--- config.mk ---
export PLATFORM = sky130hd
export DESIGN_NAME = clock_prescalers_and_wake_wait
export DESIGN_NICKNAME = d
export VERILOG_FILES = /design/src/shared/clkgen_pkg.sv /design/src/core/clock_prescalers_and_wake_wait.sv
export VERILOG_INCLUDE_DIRS = /design/src /design/src/shared
export SDC_FILE = /design/constraint.sdc
export NUM_CORES = 1
export LEC_CHECK = 0
export ABC_AREA = 1
export ABC_CLOCK_PERIOD_IN_PS = 4600
export CORE_MARGIN = 4
export CORE_UTILIZATION = 31
export CTS_CLUSTER_SIZE = 40
export DETAILED_ROUTE_END_ITERATION = 8
export DONT_BUFFER_PORTS = 1
export GPL_TIMING_DRIVEN = 1
export PLACE_DENSITY = 0.53
export SLEW_MARGIN = 40
export SYNTH_ARGS = -nofsm -noshare
export SYNTH_HDL_FRONTEND = slang
export SYNTH_SLANG_ARGS = --single-unit
--- constraint.sdc ---
create_clock -name clk_i -period 4.6 [get_ports clk_i]
set_input_delay 0.92 -clock clk_i [delete_from_list [all_inputs] [get_ports clk_i]]
set_output_delay 0.92 -clock clk_i [all_outputs]
set_load 0.02 [all_outputs]
--- src/shared/clkgen_cfg.svh ---
// Offsets, field positions, reset values and counts for the clock prescaler block
`ifndef CLKGEN_CFG_SVH
`define CLKGEN_CFG_SVH
// Register byte offsets
`define OFS_SYSCTL1 8'h00
`define OFS_TMRA_MODE 8'h04
`define OFS_PORTMODE2 8'h08
`define OFS_STATUS 8'h0c
// Field positions
`define SYSCTL1_WAIT_LSB 4
`define SYSCTL1_WAIT_MSB 6
`define SYSCTL1_MDIV_LSB 0
`define SYSCTL1_MDIV_MSB 1
`define TMRA_CLR_HI 3
`define TMRA_CLR_LO 2
`define PORTMODE2_EXTSEL 7
// Reset values
`define SYSCTL1_RST 8'h70
`define TMRA_RST 8'h00
`define PORTMODE2_RST 8'h00
// Counter widths
`define SYS_PS_W 13
`define SUB_PS_W 5
`define WAIT_W 18
// Medium-speed base divide ratio (16, doubled per select step)
`define MDIV_BASE 8'h10
// Wake wait in states: 8 shifted left by twice the select value
`define WAIT_BASE 18'h00008
`endif

--- src/shared/clkgen_pkg.sv ---
// Types shared by the clock prescaler block
package clkgen_pkg;
  // Operating mode as driven by the power-mode sequencer
  typedef enum logic [2:0] {
    MODE_ACTIVE_HS = 3'h0,
    MODE_ACTIVE_MS = 3'h1,
    MODE_SLEEP = 3'h2,
    MODE_STANDBY = 3'h3,
    MODE_WATCH = 3'h4,
    MODE_SUBACTIVE = 3'h5,
    MODE_SUBSLEEP = 3'h6
  } power_mode_t;
  // Wake sequencer states, one-hot
  typedef enum logic [3:0] {
    WK_RUN = 4'h1,
    WK_STOPPED = 4'h2,
    WK_STARTUP = 4'h4,
    WK_WAITING = 4'h8
  } wake_state_t;
  // Clock taps offered to peripherals
  typedef struct packed {
    logic [12:0] sys;   // bit n is system clock / 2^(n+1)
    logic [7:0] watch;  // bit n is watch clock / 2^n
  } clk_taps_t;
endpackage
--- src/core/clock_prescalers_and_wake_wait.sv ---
// Clock prescalers, subclock source select and wake wait counter
`timescale 1ns/1ns
`include "clkgen_cfg.svh"

// Operation
// - System prescaler: 13-bit counter, one per clock
// - Reset clears system prescaler, counts after release
// - Stopped modes halt and zero system prescaler
// - System prescaler count not software accessible
// - All peripherals share taps, choose own ratio
// - Taps: system /2../8192, watch /1../128
// - Medium speed feeds oscillator /16,/32,/64,/128
// - Subclock prescaler: 5-bit, clocked watch/4
// - Reset clears subclock prescaler, counts after release
// - Subclock prescaler runs in all low-power modes
// - Timer A mode bits 3,2 both one clear it
// - Subclock prescaler taps feed timer A time base
// - Select bit picks resonator or external clock
// - Select one blocks resonator, takes port pin function away
// - Wait length chosen by control bits 6:4
// - Hold idle 8 to 131072 states after wake, once the oscillator is stable
// - Wake restarts oscillator, then applies wait
module clock_prescalers_and_wake_wait (
  // Clock and reset
  input wire logic clk_i,
  input wire logic rst_i,
  // Wishbone slave
  input wire logic cyc_i,
  input wire logic stb_i,
  input wire logic we_i,
  input wire logic [7:0] adr_i,
  input wire logic [3:0] sel_i,
  input wire logic [31:0] dat_i,
  output logic [31:0] dat_o,
  output logic ack_o,
  // Power mode and wake
  input wire clkgen_pkg::power_mode_t power_mode_i,
  input wire logic wake_accept_i,
  input wire logic osc_stable_i,
  output logic osc_run_o,
  output logic hold_idle_o,
  output logic wake_done_o,
  // Subclock pins
  input wire logic sub_osc_in_i,
  input wire logic ext_subclk_i,
  output logic port3_bit1_pin_en_o,
  // Clock taps and enables
  output clkgen_pkg::clk_taps_t taps_o,
  output logic sys_tick_o,
  output logic subclk_tick_o
);

  ////////////////////////////////////////////////////////////////////////
  // Registers and state
  logic [7:0] system_control_one;   // Wait select and medium divide select
  logic [7:0] timer_a_mode_reg;     // Timer A mode image
  logic [7:0] port_mode_reg_two;    // Subclock source select
  logic [7:0] next_system_control_one;
  logic [7:0] next_timer_a_mode_reg;
  logic [7:0] next_port_mode_reg_two;
  logic [31:0] next_dat;
  logic next_ack;
  logic [12:0] sysclk_prescaler;    // Never on the bus
  logic [12:0] next_sysclk_prescaler;
  logic [6:0] mdiv;                 // Medium-speed input divider
  logic [6:0] next_mdiv;
  logic [1:0] watch_div;            // Watch clock / 4 divider
  logic [1:0] next_watch_div;
  logic [4:0] subclk_prescaler;
  logic [4:0] next_subclk_prescaler;
  logic [17:0] wait_cnt;
  logic [17:0] next_wait_cnt;
  clkgen_pkg::wake_state_t wstate;
  clkgen_pkg::wake_state_t next_wstate;
  // Synchronisers: stage one feeds stage two only
  logic res_s1, res_s2, ext_s1, ext_s2, stb_s1, stb_s2;
  logic sub_prev;                   // Previous synced subclock level
  // Combinational helpers
  logic ext_subclock_select;
  logic sub_level;
  logic watch_tick;
  logic sys_tick;
  logic stop_mode;
  logic wr_en;
  logic tma_clear;
  logic [7:0] mdiv_ratio;
  logic [17:0] wait_len;
  logic [2:0] wake_wait_select;

  ////////////////////////////////////////////////////////////////////////
  // Pin synchronisers
  // Both subclock pins and the oscillator-good flag are asynchronous, so
  // nothing but the second stage may feed logic, or metastability leaks in
  always_ff @(posedge clk_i) begin
    res_s1 <= sub_osc_in_i;
    res_s2 <= res_s1;
    ext_s1 <= ext_subclk_i;
    ext_s2 <= ext_s1;
    stb_s1 <= osc_stable_i;
    stb_s2 <= stb_s1;
    sub_prev <= sub_level;
  end

  ////////////////////////////////////////////////////////////////////////
  // Subclock source and watch tick
  always_comb begin
    ext_subclock_select = port_mode_reg_two[`PORTMODE2_EXTSEL];
    // Only one source passes; resonator is ignored when external selected
    sub_level = ext_subclock_select ? ext_s2 : res_s2;
    watch_tick = sub_level & ~sub_prev;
    // Pin loses its port function while the external clock is used
    port3_bit1_pin_en_o = ~ext_subclock_select;
  end

  ////////////////////////////////////////////////////////////////////////
  // System clock enable
  always_comb begin
    stop_mode = (power_mode_i == clkgen_pkg::MODE_STANDBY) |
                (power_mode_i == clkgen_pkg::MODE_WATCH) |
                (power_mode_i == clkgen_pkg::MODE_SUBACTIVE) |
                (power_mode_i == clkgen_pkg::MODE_SUBSLEEP);
    mdiv_ratio = `MDIV_BASE <<
                 system_control_one[`SYSCTL1_MDIV_MSB:`SYSCTL1_MDIV_LSB];
    next_mdiv = 7'h00;
    sys_tick = 1'b0;
    if (stop_mode || wstate == clkgen_pkg::WK_STOPPED ||
        wstate == clkgen_pkg::WK_STARTUP) begin
      // Oscillator halted or still starting up: no system clock at all
      next_mdiv = 7'h00;
    end else if (power_mode_i == clkgen_pkg::MODE_ACTIVE_MS) begin
      // One enable every 16..128 oscillator cycles
      if ({1'b0, mdiv} == mdiv_ratio - 8'h01) begin
        sys_tick = 1'b1;
      end else begin
        next_mdiv = mdiv + 7'h01;
      end
    end else begin
      sys_tick = 1'b1;
    end
    sys_tick_o = sys_tick;
  end

  ////////////////////////////////////////////////////////////////////////
  // Prescaler next values
  always_comb begin
    // Both taps groups are plain counter bits, shared by every peripheral
    next_sysclk_prescaler = sysclk_prescaler;
    if (stop_mode) begin
      next_sysclk_prescaler = 13'h0000;
    end else if (sys_tick) begin
      next_sysclk_prescaler = sysclk_prescaler + 13'h0001;
    end
    next_watch_div = watch_div;
    next_subclk_prescaler = subclk_prescaler;
    subclk_tick_o = 1'b0;
    if (watch_tick) begin
      // Runs whatever the power mode while a subclock is present
      next_watch_div = watch_div + 2'h1;
      if (watch_div == 2'h3) begin
        next_subclk_prescaler = subclk_prescaler + 5'h01;
        subclk_tick_o = 1'b1;
      end
    end
    if (tma_clear) begin
      // Software clear wins over a coincident count
      next_subclk_prescaler = 5'h00;
    end
  end

  // Prescaler registers
  always_ff @(posedge clk_i) begin
    if (rst_i) begin
      sysclk_prescaler <= 13'h0000;
      mdiv <= 7'h00;
      watch_div <= 2'h0;
      subclk_prescaler <= 5'h00;
    end else begin
      sysclk_prescaler <= next_sysclk_prescaler;
      mdiv <= next_mdiv;
      watch_div <= next_watch_div;
      subclk_prescaler <= next_subclk_prescaler;
    end
  end

  // Tap outputs come straight from counter flip-flops
  always_comb begin
    taps_o.sys = sysclk_prescaler;
    // Watch taps: undivided, /2, /4, then subclock prescaler bits
    taps_o.watch = {subclk_prescaler, watch_div, sub_prev};
  end

  ////////////////////////////////////////////////////////////////////////
  // Wake wait sequencer
  always_comb begin
    wake_wait_select =
      system_control_one[`SYSCTL1_WAIT_MSB:`SYSCTL1_WAIT_LSB];
    // 8, 32, 128 ... 131072 states; a longer choice tolerates slow crystals
    wait_len = `WAIT_BASE << {wake_wait_select, 1'b0};
    next_wstate = wstate;
    next_wait_cnt = wait_cnt;
    wake_done_o = 1'b0;
    case (wstate)
      clkgen_pkg::WK_RUN: begin
        if (stop_mode) begin
          next_wstate = clkgen_pkg::WK_STOPPED;
        end
      end
      clkgen_pkg::WK_STOPPED: begin
        // Oscillator restarts on interrupt acceptance
        if (wake_accept_i) begin
          next_wstate = clkgen_pkg::WK_STARTUP;
        end
      end
      clkgen_pkg::WK_STARTUP: begin
        if (stb_s2) begin
          next_wstate = clkgen_pkg::WK_WAITING;
          next_wait_cnt = 18'h00000;
        end
      end
      clkgen_pkg::WK_WAITING: begin
        // Counted in system clock states, not oscillator cycles
        if (sys_tick) begin
          if (wait_cnt == wait_len - 18'h00001) begin
            next_wstate = clkgen_pkg::WK_RUN;
            wake_done_o = 1'b1;
          end else begin
            next_wait_cnt = wait_cnt + 18'h00001;
          end
        end
      end
      default: begin
        next_wstate = clkgen_pkg::WK_RUN;
      end
    endcase
    osc_run_o = (wstate != clkgen_pkg::WK_STOPPED);
    hold_idle_o = (wstate != clkgen_pkg::WK_RUN);
  end

  // Wake registers
  always_ff @(posedge clk_i) begin
    if (rst_i) begin
      wstate <= clkgen_pkg::WK_RUN;
      wait_cnt <= 18'h00000;
    end else begin
      wstate <= next_wstate;
      wait_cnt <= next_wait_cnt;
    end
  end

  ////////////////////////////////////////////////////////////////////////
  // Wishbone register file
  always_comb begin
    wr_en = cyc_i & stb_i & we_i & ~ack_o & sel_i[0];
    tma_clear = wr_en & (adr_i == `OFS_TMRA_MODE) &
                dat_i[`TMRA_CLR_HI] & dat_i[`TMRA_CLR_LO];
    next_system_control_one = system_control_one;
    next_timer_a_mode_reg = timer_a_mode_reg;
    next_port_mode_reg_two = port_mode_reg_two;
    if (wr_en) begin
      case (adr_i)
        `OFS_SYSCTL1: next_system_control_one = dat_i[7:0];
        `OFS_TMRA_MODE: next_timer_a_mode_reg = dat_i[7:0];
        `OFS_PORTMODE2: next_port_mode_reg_two = dat_i[7:0];
        default: begin
          // Status and unmapped words ignore writes
          next_port_mode_reg_two = port_mode_reg_two;
        end
      endcase
    end
    next_ack = cyc_i & stb_i & ~ack_o;
    // The system prescaler has no address here
    case (adr_i)
      `OFS_SYSCTL1: next_dat = {24'h000000, system_control_one};
      `OFS_TMRA_MODE: next_dat = {24'h000000, timer_a_mode_reg};
      `OFS_PORTMODE2: next_dat = {24'h000000, port_mode_reg_two};
      `OFS_STATUS: next_dat = {16'h0000, subclk_prescaler, 3'h0, wstate,
                               osc_run_o, stop_mode, hold_idle_o, 1'b0};
      default: next_dat = 32'h00000000;
    endcase
  end

  // Register and bus flip-flops
  always_ff @(posedge clk_i) begin
    if (rst_i) begin
      system_control_one <= `SYSCTL1_RST;
      timer_a_mode_reg <= `TMRA_RST;
      port_mode_reg_two <= `PORTMODE2_RST;
      ack_o <= 1'b0;
      dat_o <= 32'h00000000;
    end else begin
      system_control_one <= next_system_control_one;
      timer_a_mode_reg <= next_timer_a_mode_reg;
      port_mode_reg_two <= next_port_mode_reg_two;
      ack_o <= next_ack;
      dat_o <= next_dat;
    end
  end

endmodule // clock_prescalers_and_wake_wait

==> metrics.md, run 1 <==
| Metric | Value |
|---|---|
| RR Endpoint | `wait_cnt[1]` |
| CP arrival | `2.53 ns` |
| Clock slew at reported path FFs | `0.07 ns` |
| Max_cap viols | `0` |
| Placed insts | `843` |
| Switch share | `0.263` |
| Final Util | `0.346` |
| Worst Tran Pin Value | `0.780 ns` |
| FP Rows | `44` |
| DRT iter0 DRCs | `200` |
| Area Overhead vs Synth | `8.17%` |
| Post-Synth Simple-Gate Area | `0.315` |
| Period utilisation layout | `0.750` |
| Combinational share of power | `0.082` |
| Post-CTS Hold Buffers | `0` |
| CP endpoint kind | `primary output` |
| Non-Filler Instances | `860` |
| DRC viols | `0` |
| DP Worst Slack | `1.06 ns` |
| Pwr Total | `1730 µW` |
| Synth Area in Compound Gates | `0.117` |
| Largest registers | `wait_cnt (18), dat_o (13), sysclk_prescaler (13)` |
| Total Routed Length | `12,000 µm` |
| Hpwl dp | `8810 µm` |
| Yosys warns | `0` |
| Routed wire per std cell | `14.0 µm` |
| Worst Setup Slack, final | `1.15 ns` |
| Core area | `14,600 µm²` |
| Switching pwr | `455 µW` |
| Fmax | `290 MHz` |
| Top cells by area, synth | `dfxtp_1 (40%), nand2_1 (11%), nor2_1 (8.7%)` |
| Placer Congestion | `0.826` |
| GRT overflow | `0` |
| Syn avg cell area | `6.93 µm²` |
| Share of layout cells above drive strength 1 | `0.0504` |
| Main combinational cell family by area after synthesis | `simple AND/OR/NAND/NOR gates` |
| CP Max Fanout | `11` |
| Reg2Reg Launch Point | `system_control_one[6]` |
| Leakage | `0.00187 µW` |
| Via count | `4,160` |
| CTS Buf Count | `9` |
| CTS tree | `yes` |
| Yosys top cell by area | `dfxtp_1` |
| R2R setup slack | `1.95 ns` |
| Starting Density | `0.320` |
| TritonRoute pass-1 iters | `5` |
| Post-Synth Adder-Cell Area | `0.0160` |
| Clock buffer depth | `2` |
| Vias in the first global route | `3,977` |
| M1 WL | `5210 µm` |
| Clock Latency Late Sink | `0.34 ns` |
| RSZ-0062 raised after global routing | `false` |
| # setup viols final | `0` |
| WHS Path Cells | `0` |
| Max H-tree Level | `3` |
| Gr usage total | `0.146` |
| Die Ht | `131 µm` |
| Setup TNS | `0 ns` |
| Min-delay worst type | `flop to flop` |
| Sink of the worst hold path | `res_s2` |
| First-pass GRT wire length | `19,700 µm` |
| IO buf count | `0` |
| Critical path data required time | `3.68 ns` |
| Largest net degree at the start of global routing | `29` |
| Status | `finished clean` |
| Worst VDD drop | `0.000182 V` |
| Crit path launch type | `flop` |
| Clk_skew | `0.00905 ns` |
| Max FFs per register | `18` |
| Post_cts resized | `0` |
| XOR/XNOR Fraction of Synth Area | `0.0355` |
| Mux share of post-synthesis cell area | `0` |
| Seq/Total Area, Yosys | `0.402` |
| Antenna-violating nets left | `0` |
| Post-synth top area share | `0.402` |
| Metal2 WL | `5830 µm` |
| R2R depth | `17` |
| Post-layout min period | `3.45 ns` |
| Synth Register Bits | `94` |
| Highest Signal Layer | `met4` |
| Synth cell types | `38` |
| Metal3 WL | `838 µm` |
| # IOs | `116` |
| TritonCTS Sinks | `94` |
| Hold path startpoint | `res_s1` |
| Synth Instances | `676` |
| Final Max Tran Viols | `0` |
| Die area | `17,100 µm²` |
| P_int | `1280 µW` |
| Setup CP Type | `flop to primary output` |
| Worst rel slew slack | `0.475` |
| Reg with most FFs | `wait_cnt` |
| Die X | `131 µm` |
| Final #Nets | `732` |
| Hold Fails Final Rpt | `0` |
| Clk pwr share | `0.426` |
| # Post-CTS Setup Buffers | `0` |
| Post-synthesis cell area | `4680 µm²` |
| CTS Root Cell | `clkbuf_16` |
| Initial antenna violation count | `0` |
| P per Cell Area | `342 nW/µm²` |
| Sequential share of power | `0.492` |
| Vias per cell | `4.84` |
area by class of cell:
| class | instances | area (µm²) |
|---|---|---|
| inverters | 76 | 285 |
| diodes | 1 | 2.50 |
| clock inverters | 3 | 25.0 |
| well taps | 184 | 230 |
| fillers | 1552 | 9580 |
| multi-input cells | 485 | 2340 |
| clock buffers | 13 | 270 |
| repair buffers | 4 | 30.0 |
| flip-flops and latches | 94 | 1880 |
routing by layer:
layer  vias up  track usage
met1      1898        0.182
li1       2136            -
met2       114        0.238
met4         0       0.0526
met3        12       0.0451
met5         -            0
worst max-delay path by stage:
stage | startpoint | end | cells past startpoint
detailed placement | power_mode_i[1] | wake_done_o | 6
CTS | system_control_one[6] | wake_done_o | 12
global route | system_control_one[6] | wake_done_o | 12
floorplan | power_mode_i[1] | wake_done_o | 7
global placement | power_mode_i[1] | wake_done_o | 6
finish | system_control_one[6] | wake_done_o | 12
cell usage after synthesis, drive strengths merged:
master and n:
a211oi 4, a21oi 43, a221oi 6, a31o 1, a31oi 2, and3 1
buf 30, clkbuf 9, clkinv 1, conb 1, dfxtp 94, ha 6
inv 75, nand2 137, nand3 54, nand3b 3, nand4 7, nor2 111
nor3 23, nor3b 4, nor4 2, o211ai 3, o21a 1, o21ai 34
o21ba 1, o22ai 2, o31ai 1, or2 1, xnor2 2, xor2 17
power by group through the flow:
stage | clock network (µW) | logic, µW | registers, µW
2_1_floorplan | 0 | 130 | 864
3_3_place_gp | 0 | 139 | 869
3_5_place_dp | 0 | 142 | 871
4_1_cts | 757 | 143 | 852
5_1_grt | 788 | 160 | 853
6_report | 737 | 143 | 852
logic make-up after synthesis:
group	Yosys count
adders and majority gates	6
DFF	94
and+or+nand+nor	343
buffers and inverters	115
other	1
xor gates and xnor gates	19
AOI/OAI and AO/OA	98
through the flow:
stage | hold slack, ns | cell area (µm²)
final | 0.328 | 5070
after global routing | 0.339 | 5060
after CTS | 0.328 | 5060
after detailed placement | 0.312 | 4760
after global placement | 0.310 | 4760
after floorplan | 0.310 | 4750
worst max-delay path: stages, from the launching register on:
cell and delay (ns):
dfxtp_1 0.55, inv_2 0.18, nand2_1 0.13, ha_1 0.25, nand2_1 0.07, inv_1 0.03
nor2_1 0.09, nand2_1 0.06, nor2_1 0.10, nand3_1 0.08, nor2_1 0.09, nand3_1 0.14
nor3_2 0.41
cells in the final DEF (no fill, tap or decap), types with 4 or more instances in the layout:
| cell type | count |
|---|---|
| clkbuf_16 | 9 |
| nand2_1 | 133 |
| nand3_1 | 54 |
| a21oi_1 | 43 |
| inv_1 | 72 |
| a211oi_1 | 4 |
| ha_1 | 6 |
| nor2_1 | 109 |
| buf_4 | 4 |
| a221oi_1 | 6 |
| xor2_1 | 17 |
| conb_1 | 19 |
| nor3b_1 | 4 |
| o21ai_0 | 31 |
| nand4_1 | 7 |
| dfxtp_1 | 94 |
| nor3_1 | 22 |
Note: power is estimated with default switching activity, not from simulation.
==> run 2, diff against run 1 <==
- ABC_CLOCK_PERIOD_IN_PS: 4600 -> 2950
- PLACE_DENSITY: 0.53 -> 0.54
- clock period: 4.6 -> 2.95 ns (I/O delays scaled with it)
==> metrics.md, run 2 (synthesized netlist as in run 1, its figures left out) <==
| Metric | Value |
|---|---|
| Final #Nets | `744 (was 732)` |
| Worst Setup Slack, final | `0.201 ns (was 1.15 ns)` |
| CP endpoint kind | `primary output (unchanged)` |
| Pwr Total | `2870 µW (was 1730 µW)` |
| Final Util | `0.358 (was 0.346)` |
| Largest net degree at the start of global routing | `29 (unchanged)` |
| Final std cell area, no fill | `5240 µm² (was 5070 µm²)` |
| Hpwl dp | `8700 µm (was 8810 µm)` |
| M1 WL | `5250 µm (was 5210 µm)` |
| Max FFs per register | `18 (unchanged)` |
| Placer Congestion | `0.866 (was 0.826)` |
| Max_cap viols | `0 (unchanged)` |
| Final Max Tran Viols | `0 (unchanged)` |
| TritonRoute pass-1 iters | `5 (unchanged)` |
| Core area | `14,600 µm² (unchanged)` |
| Gr usage total | `0.142 (was 0.146)` |
| Initial antenna violation count | `0 (unchanged)` |
| IO buf count | `0 (unchanged)` |
| R2R depth | `17 (unchanged)` |
| Die X | `131 µm (unchanged)` |
| Clock Latency Late Sink | `0.35 ns (was 0.34 ns)` |
| Dpl cell area | `4830 µm² (was 4760 µm²)` |
| P_int | `2150 µW (was 1280 µW)` |
| Clock slew at reported path FFs | `0.07 ns (about the same)` |
| CTS Root Cell | `clkbuf_16 (unchanged)` |
| DRC viols | `0 (unchanged)` |
| Fmax | `364 MHz` |
| Max H-tree Level | `3 (unchanged)` |
| # setup viols final | `0 (unchanged)` |
| DRT iter0 DRCs | `269 (was 200)` |
| Min-delay worst type | `input pin to flop (was flop to flop)` |
| Status | `finished clean (unchanged)` |
| Post-layout min period | `2.75 ns` |
| Worst VDD drop | `0.000268 V (was 0.000182 V)` |
| CP arrival | `2.16 ns (was 2.53 ns)` |
| CTS Buf Count | `9 (unchanged)` |
| Largest registers | `wait_cnt (18), dat_o (13), sysclk_prescaler (13) (unchanged)` |
| CP Max Fanout | `3 (was 11)` |
| Worst Tran Pin Value | `0.502 ns (was 0.780 ns)` |
| Via count | `4,176 (was 4,160)` |
| Critical path data required time | `2.36 ns (was 3.68 ns)` |
| Vias per cell | `4.79 (was 4.84)` |
| Area occupied by multi-input gates | `2370 µm² (was 2340 µm²)` |
| Sequential share of power | `0.461 (was 0.492)` |
| DP Worst Slack | `0.175 ns (was 1.06 ns)` |
| Share of layout cells above drive strength 1 | `0.0771 (was 0.0504)` |
| Antenna-violating nets left | `0 (unchanged)` |
| Starting Density | `0.320 (unchanged)` |
| Routed wire per std cell | `13.4 µm (was 14.0 µm)` |
| First-pass GRT wire length | `19,100 µm (was 19,700 µm)` |
| TritonCTS Sinks | `94 (unchanged)` |
| Period utilisation layout | `0.932` |
| Reg with most FFs | `wait_cnt (unchanged)` |
| Metal2 WL | `5500 µm (was 5830 µm)` |
| Crit path launch type | `flop (unchanged)` |
| Metal3 WL | `683 µm (was 838 µm)` |
| Hold Fails Final Rpt | `0 (unchanged)` |
| Highest Signal Layer | `met4 (unchanged)` |
| Most frequent cells in the layout | `nand2_1 (133), nor2_1 (108), dfxtp_1 (92), inv_1 (72), nand3_1 (52) (was nand2_1 (133), nor2_1 (109), dfxtp_1 (94), inv_1 (72), nand3_1 (54))` |
| Antenna Cells | `0 (was 1)` |
| Total Routed Length | `11,700 µm (was 12,000 µm)` |
| Die Ht | `131 µm (unchanged)` |
| Vias in the first global route | `3,730 (was 3,977)` |
| WHS Path Cells | `0 (unchanged)` |
| Switch share | `0.253 (was 0.263)` |
| GRT overflow | `0 (unchanged)` |
| Area Overhead vs Synth | `11.8% (was 8.17%)` |
| Fill cells | `1,534 (was 1,552)` |
| FP Rows | `44 (unchanged)` |
| Die area | `17,100 µm² (unchanged)` |
| Setup CP Type | `flop to primary output (unchanged)` |
| CTS tree | `yes (unchanged)` |
| Combinational share of power | `0.079 (was 0.082)` |
| # IOs | `116 (unchanged)` |
| Post-CTS Hold Buffers | `0 (unchanged)` |
| Setup TNS | `0 ns (unchanged)` |
| Commonest non-fill, non-tap cell in the layout | `nand2_1 (unchanged)` |
| Clk pwr share | `0.460 (was 0.426)` |
| Switching pwr | `726 µW (was 455 µW)` |
| P per Cell Area | `548 nW/µm² (was 342 nW/µm²)` |
| Clock buffer depth | `2 (unchanged)` |
| Worst rel slew slack | `0.664 (was 0.475)` |
| Storage cell area | `1890 µm² (was 1880 µm²)` |
| Clk_skew | `0.00630 ns (was 0.00905 ns)` |
| Leakage | `0.00196 µW (was 0.00187 µW)` |
run 2: power by group through the flow:
stage | Combinational [µW] | Clock, µW | Sequential (µW)
global placement | 224 | 0 | 1350
detailed placement | 226 | 0 | 1350
CTS | 227 | 1350 | 1330
global route | 255 | 1410 | 1330
floorplan | 203 | 0 | 1350
finish | 227 | 1320 | 1320
run 2: worst max-delay path: stages, from the launching register on:
cell and delay (ns):
dfxtp_2 0.33, nor2_2 0.11, nand2_1 0.11, ha_4 0.28, nor2_1 0.03, nor2_1 0.10, nand2_1 0.06, nor2_1 0.11
nand3_1 0.10, nor2_2 0.13, nand3_2 0.11, nor3_4 0.17, buf_6 0.15
run 2: cell type report:
cell class	instances	share of cell area
Multi-Input combinational cell	485	0.453
Clock inverter	5	0.0165
Sequential cell	94	0.360
Timing Repair Buffer	16	0.0236
Clock buffer	11	0.0482
Tap cell	184	0.0439
Inverter	76	0.0545
run 2: routing by layer:
metal  vias to the layer above  GRT usage
li1                       2159          -
met1                      1888      0.183
met2                       111      0.229
met3                        18     0.0313
met4                         0     0.0593
met5                         -          0
run 2: worst paths after layout:
kind / start / end / slack, ns
setup reg to reg: system_control_one[5] / wait_cnt[1] / 0.53
setup / recovery: system_control_one[5] / wake_done_o / 0.20
hold reg to reg: res_s1 / res_s2 / 0.33
hold / removal: ext_subclk_i / ext_s1 / 0.26
run 2: per-stage QoR:
| stage | hold slack (ns) | instances |
|---|---|---|
| finish | 0.261 | 871 |
| floorplan | 0.310 | 694 |
| CTS | 0.243 | 869 |
| detailed placement | 0.312 | 852 |
| global placement | 0.314 | 852 |
| global route | 0.240 | 871 |
run 2: timing repair:
action                                  CTS  global route
pin swaps                                 2             5
endpoints found under the setup margin    1             1
gates cloned                              0             0
endpoints found under the hold margin     0             0
buffers inserted                          1             2
gates resized for setup                   3             7
==> run 3, diff against run 2 <==
- GPL_TIMING_DRIVEN: 1 -> 0
- SLEW_MARGIN: 40 -> 30
==> metrics.md, run 3 (synthesized netlist as in run 1, its figures left out) <==
| Metric | Value |
|---|---|
| Status | `finished clean (unchanged)` |
| Final #Nets | `770 (was 744)` |
| Hpwl dp | `9240 µm (was 8700 µm)` |
| Fill cells | `1,586 (was 1,534)` |
| Hold path startpoint | `osc_stable_i (was ext_subclk_i)` |
| Commonest non-fill, non-tap cell in the layout | `nand2_1 (unchanged)` |
| Reg with most FFs | `wait_cnt (unchanged)` |
| Area Overhead vs Synth | `14.2% (was 11.8%)` |
| TritonRoute pass-1 iters | `6 (was 5)` |
| Clock buffer depth | `2 (unchanged)` |
| Min-delay worst type | `input pin to flop (unchanged)` |
| Clock Latency Late Sink | `0.35 ns (about the same)` |
| Post-layout min period | `2.83 ns (was 2.75 ns)` |
| Largest registers | `wait_cnt (18), dat_o (13), sysclk_prescaler (13) (unchanged)` |
| Routed wire per std cell | `13.7 µm (was 13.4 µm)` |
| Antenna Cells | `0 (unchanged)` |
| Setup CP Type | `flop to primary output (unchanged)` |
| Final Util | `0.365 (was 0.358)` |
| Max FFs per register | `18 (unchanged)` |
| Placed insts | `878 (was 852)` |
| Post-CTS Hold Buffers | `0 (unchanged)` |
| DRC viols | `0 (unchanged)` |
| Final Max Tran Viols | `0 (unchanged)` |
| CTS Buf Count | `9 (unchanged)` |
| Period utilisation layout | `0.960 (was 0.932)` |
| P per Cell Area | `510 nW/µm² (was 548 nW/µm²)` |
| Dpl cell area | `4980 µm² (was 4830 µm²)` |
| # IOs | `116 (unchanged)` |
| Reg2Reg Launch Point | `system_control_one[6] (was system_control_one[5])` |
| Worst Setup Slack, final | `0.119 ns (was 0.201 ns)` |
| Worst Tran Pin Value | `0.712 ns (was 0.502 ns)` |
| Fmax | `353 MHz (was 364 MHz)` |
| Total Routed Length | `12,200 µm (was 11,700 µm)` |
| Non-Filler Instances | `896 (was 871)` |
| Final hold slack | `0.269 ns (was 0.261 ns)` |
| First-pass GRT wire length | `19,900 µm (was 19,100 µm)` |
| CP arrival | `2.24 ns (was 2.16 ns)` |
| Initial antenna violation count | `0 (unchanged)` |
| Starting Density | `0.320 (unchanged)` |
| Vias in the first global route | `3,993 (was 3,730)` |
| Clock slew at reported path FFs | `0.07 ns (about the same)` |
| Vias per cell | `4.82 (was 4.79)` |
| GRT overflow | `0 (unchanged)` |
| Largest net degree at the start of global routing | `15 (was 29)` |
| Antenna-violating nets left | `0 (unchanged)` |
| FP Rows | `44 (unchanged)` |
| Worst rel slew slack | `0.521 (was 0.664)` |
| Die X | `131 µm (unchanged)` |
| Die area | `17,100 µm² (unchanged)` |
| Worst setup path startpoint | `system_control_one[6] (was system_control_one[5])` |
| TritonCTS Sinks | `94 (unchanged)` |
| Worst VDD drop | `0.000247 V (was 0.000268 V)` |
| Max_cap viols | `0 (unchanged)` |
| DRT iter0 DRCs | `192 (was 269)` |
| RSZ-0062 raised after global routing | `false` |
| Placer Congestion | `0.870 (was 0.866)` |
| Die Ht | `131 µm (unchanged)` |
| CP Max Fanout | `4 (was 3)` |
| IO buf count | `0 (unchanged)` |
| CTS tree | `yes (unchanged)` |
| Gr usage total | `0.147 (was 0.142)` |
| Core area | `14,600 µm² (unchanged)` |
| CP endpoint kind | `primary output (unchanged)` |
| Leakage | `0.00204 µW (was 0.00196 µW)` |
| Hold Fails Final Rpt | `0 (unchanged)` |
| Clk_skew | `0.00881 ns (was 0.00630 ns)` |
| Share of layout cells above drive strength 1 | `0.0927 (was 0.0771)` |
| Most frequent cells in the layout | `nand2_1 (132), nor2_1 (109), dfxtp_1 (91), inv_1 (72), nand3_1 (53) (was nand2_1 (133), nor2_1 (108), dfxtp_1 (92), inv_1 (72), nand3_1 (52))` |
| Max H-tree Level | `3 (unchanged)` |
| DP Worst Slack | `-0.0113 ns (was 0.175 ns)` |
| Final std cell area, no fill | `5350 µm² (was 5240 µm²)` |
| # setup viols final | `0 (unchanged)` |
| CTS Root Cell | `clkbuf_16 (unchanged)` |
| Critical path data required time | `2.36 ns (about the same)` |
| Via count | `4,317 (was 4,176)` |
| Crit path launch type | `flop (unchanged)` |
run 3: cell types whose count changed in the layout (fill, tap and decap cells not counted), moves of 2 or more:
cell	delta
buf_6	+3
inv_6	-3
nor2_2	-2
buf_2	+4
clkbuf_1	+11
dfxtp_2	+2
clkinv_2	+2
clkbuf_8	-2
buf_4	+9
run 3: report_power, final:
part	leakage (µW)	switching [µW]	internal, µW
Sequential	0.000759	30.2	1300
Combinational	0.00114	190	71.3
Clock	0.000139	491	652
run 3: cell type report:
| cell class | count | area (µm²) | share of cell area |
|---|---|---|---|
| clock inverters | 4 | 48.8 | 0.00912 |
| multi-input cells | 485 | 2380 | 0.445 |
| repair buffers | 4 | 30.0 | 0.00561 |
| clock buffers | 11 | 233 | 0.0435 |
| plain buffers | 38 | 253 | 0.0472 |
| flip-flops and latches | 94 | 1890 | 0.352 |
| well taps | 184 | 230 | 0.0430 |
| inverters | 76 | 288 | 0.0538 |
run 3: per-stage QoR:
| stage | setup TNS [ns] | power [µW] |
|---|---|---|
| after CTS | 0 | 2760 |
| after floorplan | 0 | 1550 |
| after global routing | 0 | 2840 |
| after global placement | 0 | 1610 |
| after detailed placement | -0.0113 | 1610 |
| final | 0 | 2730 |
run 3: what timing repair did:
action                                  4_1_cts  5_1_grt
hold endpoints to repair                      0        0
pin swaps                                     3        5
gates cloned                                  0        0
setup buffers                                 4        0
endpoints found under the setup margin        1        1
resized for setup                            10        3
run 3: critical path: stages (launching register included):
cell and delay (ns):
dfxtp_2 0.32, buf_6 0.10, inv_2 0.05, buf_6 0.10, nand3_1 0.11, ha_4 0.29
nor2_1 0.03, nor2_1 0.10, nand2_1 0.07, nor2_1 0.10, nand3_1 0.07, nor2_1 0.12
nand3_2 0.15, nor3_4 0.28
run 3: layer usage:
| metal | part of all wire | GRT usage |
|---|---|---|
| met3 | 0.061 | 0.0329 |
| met1 | 0.44 | 0.189 |
| met4 | 0.016 | 0.0569 |
| met5 | 0 | 0 |
| met2 | 0.49 | 0.240 |
run 3: final timing paths:
check,endpoint,slack (ns),cells after the start
max,wake_done_o,0.12,13
min,stb_s1,0.27,0
max reg2reg,wait_cnt[12],0.37,19
min reg2reg,res_s2,0.32,0
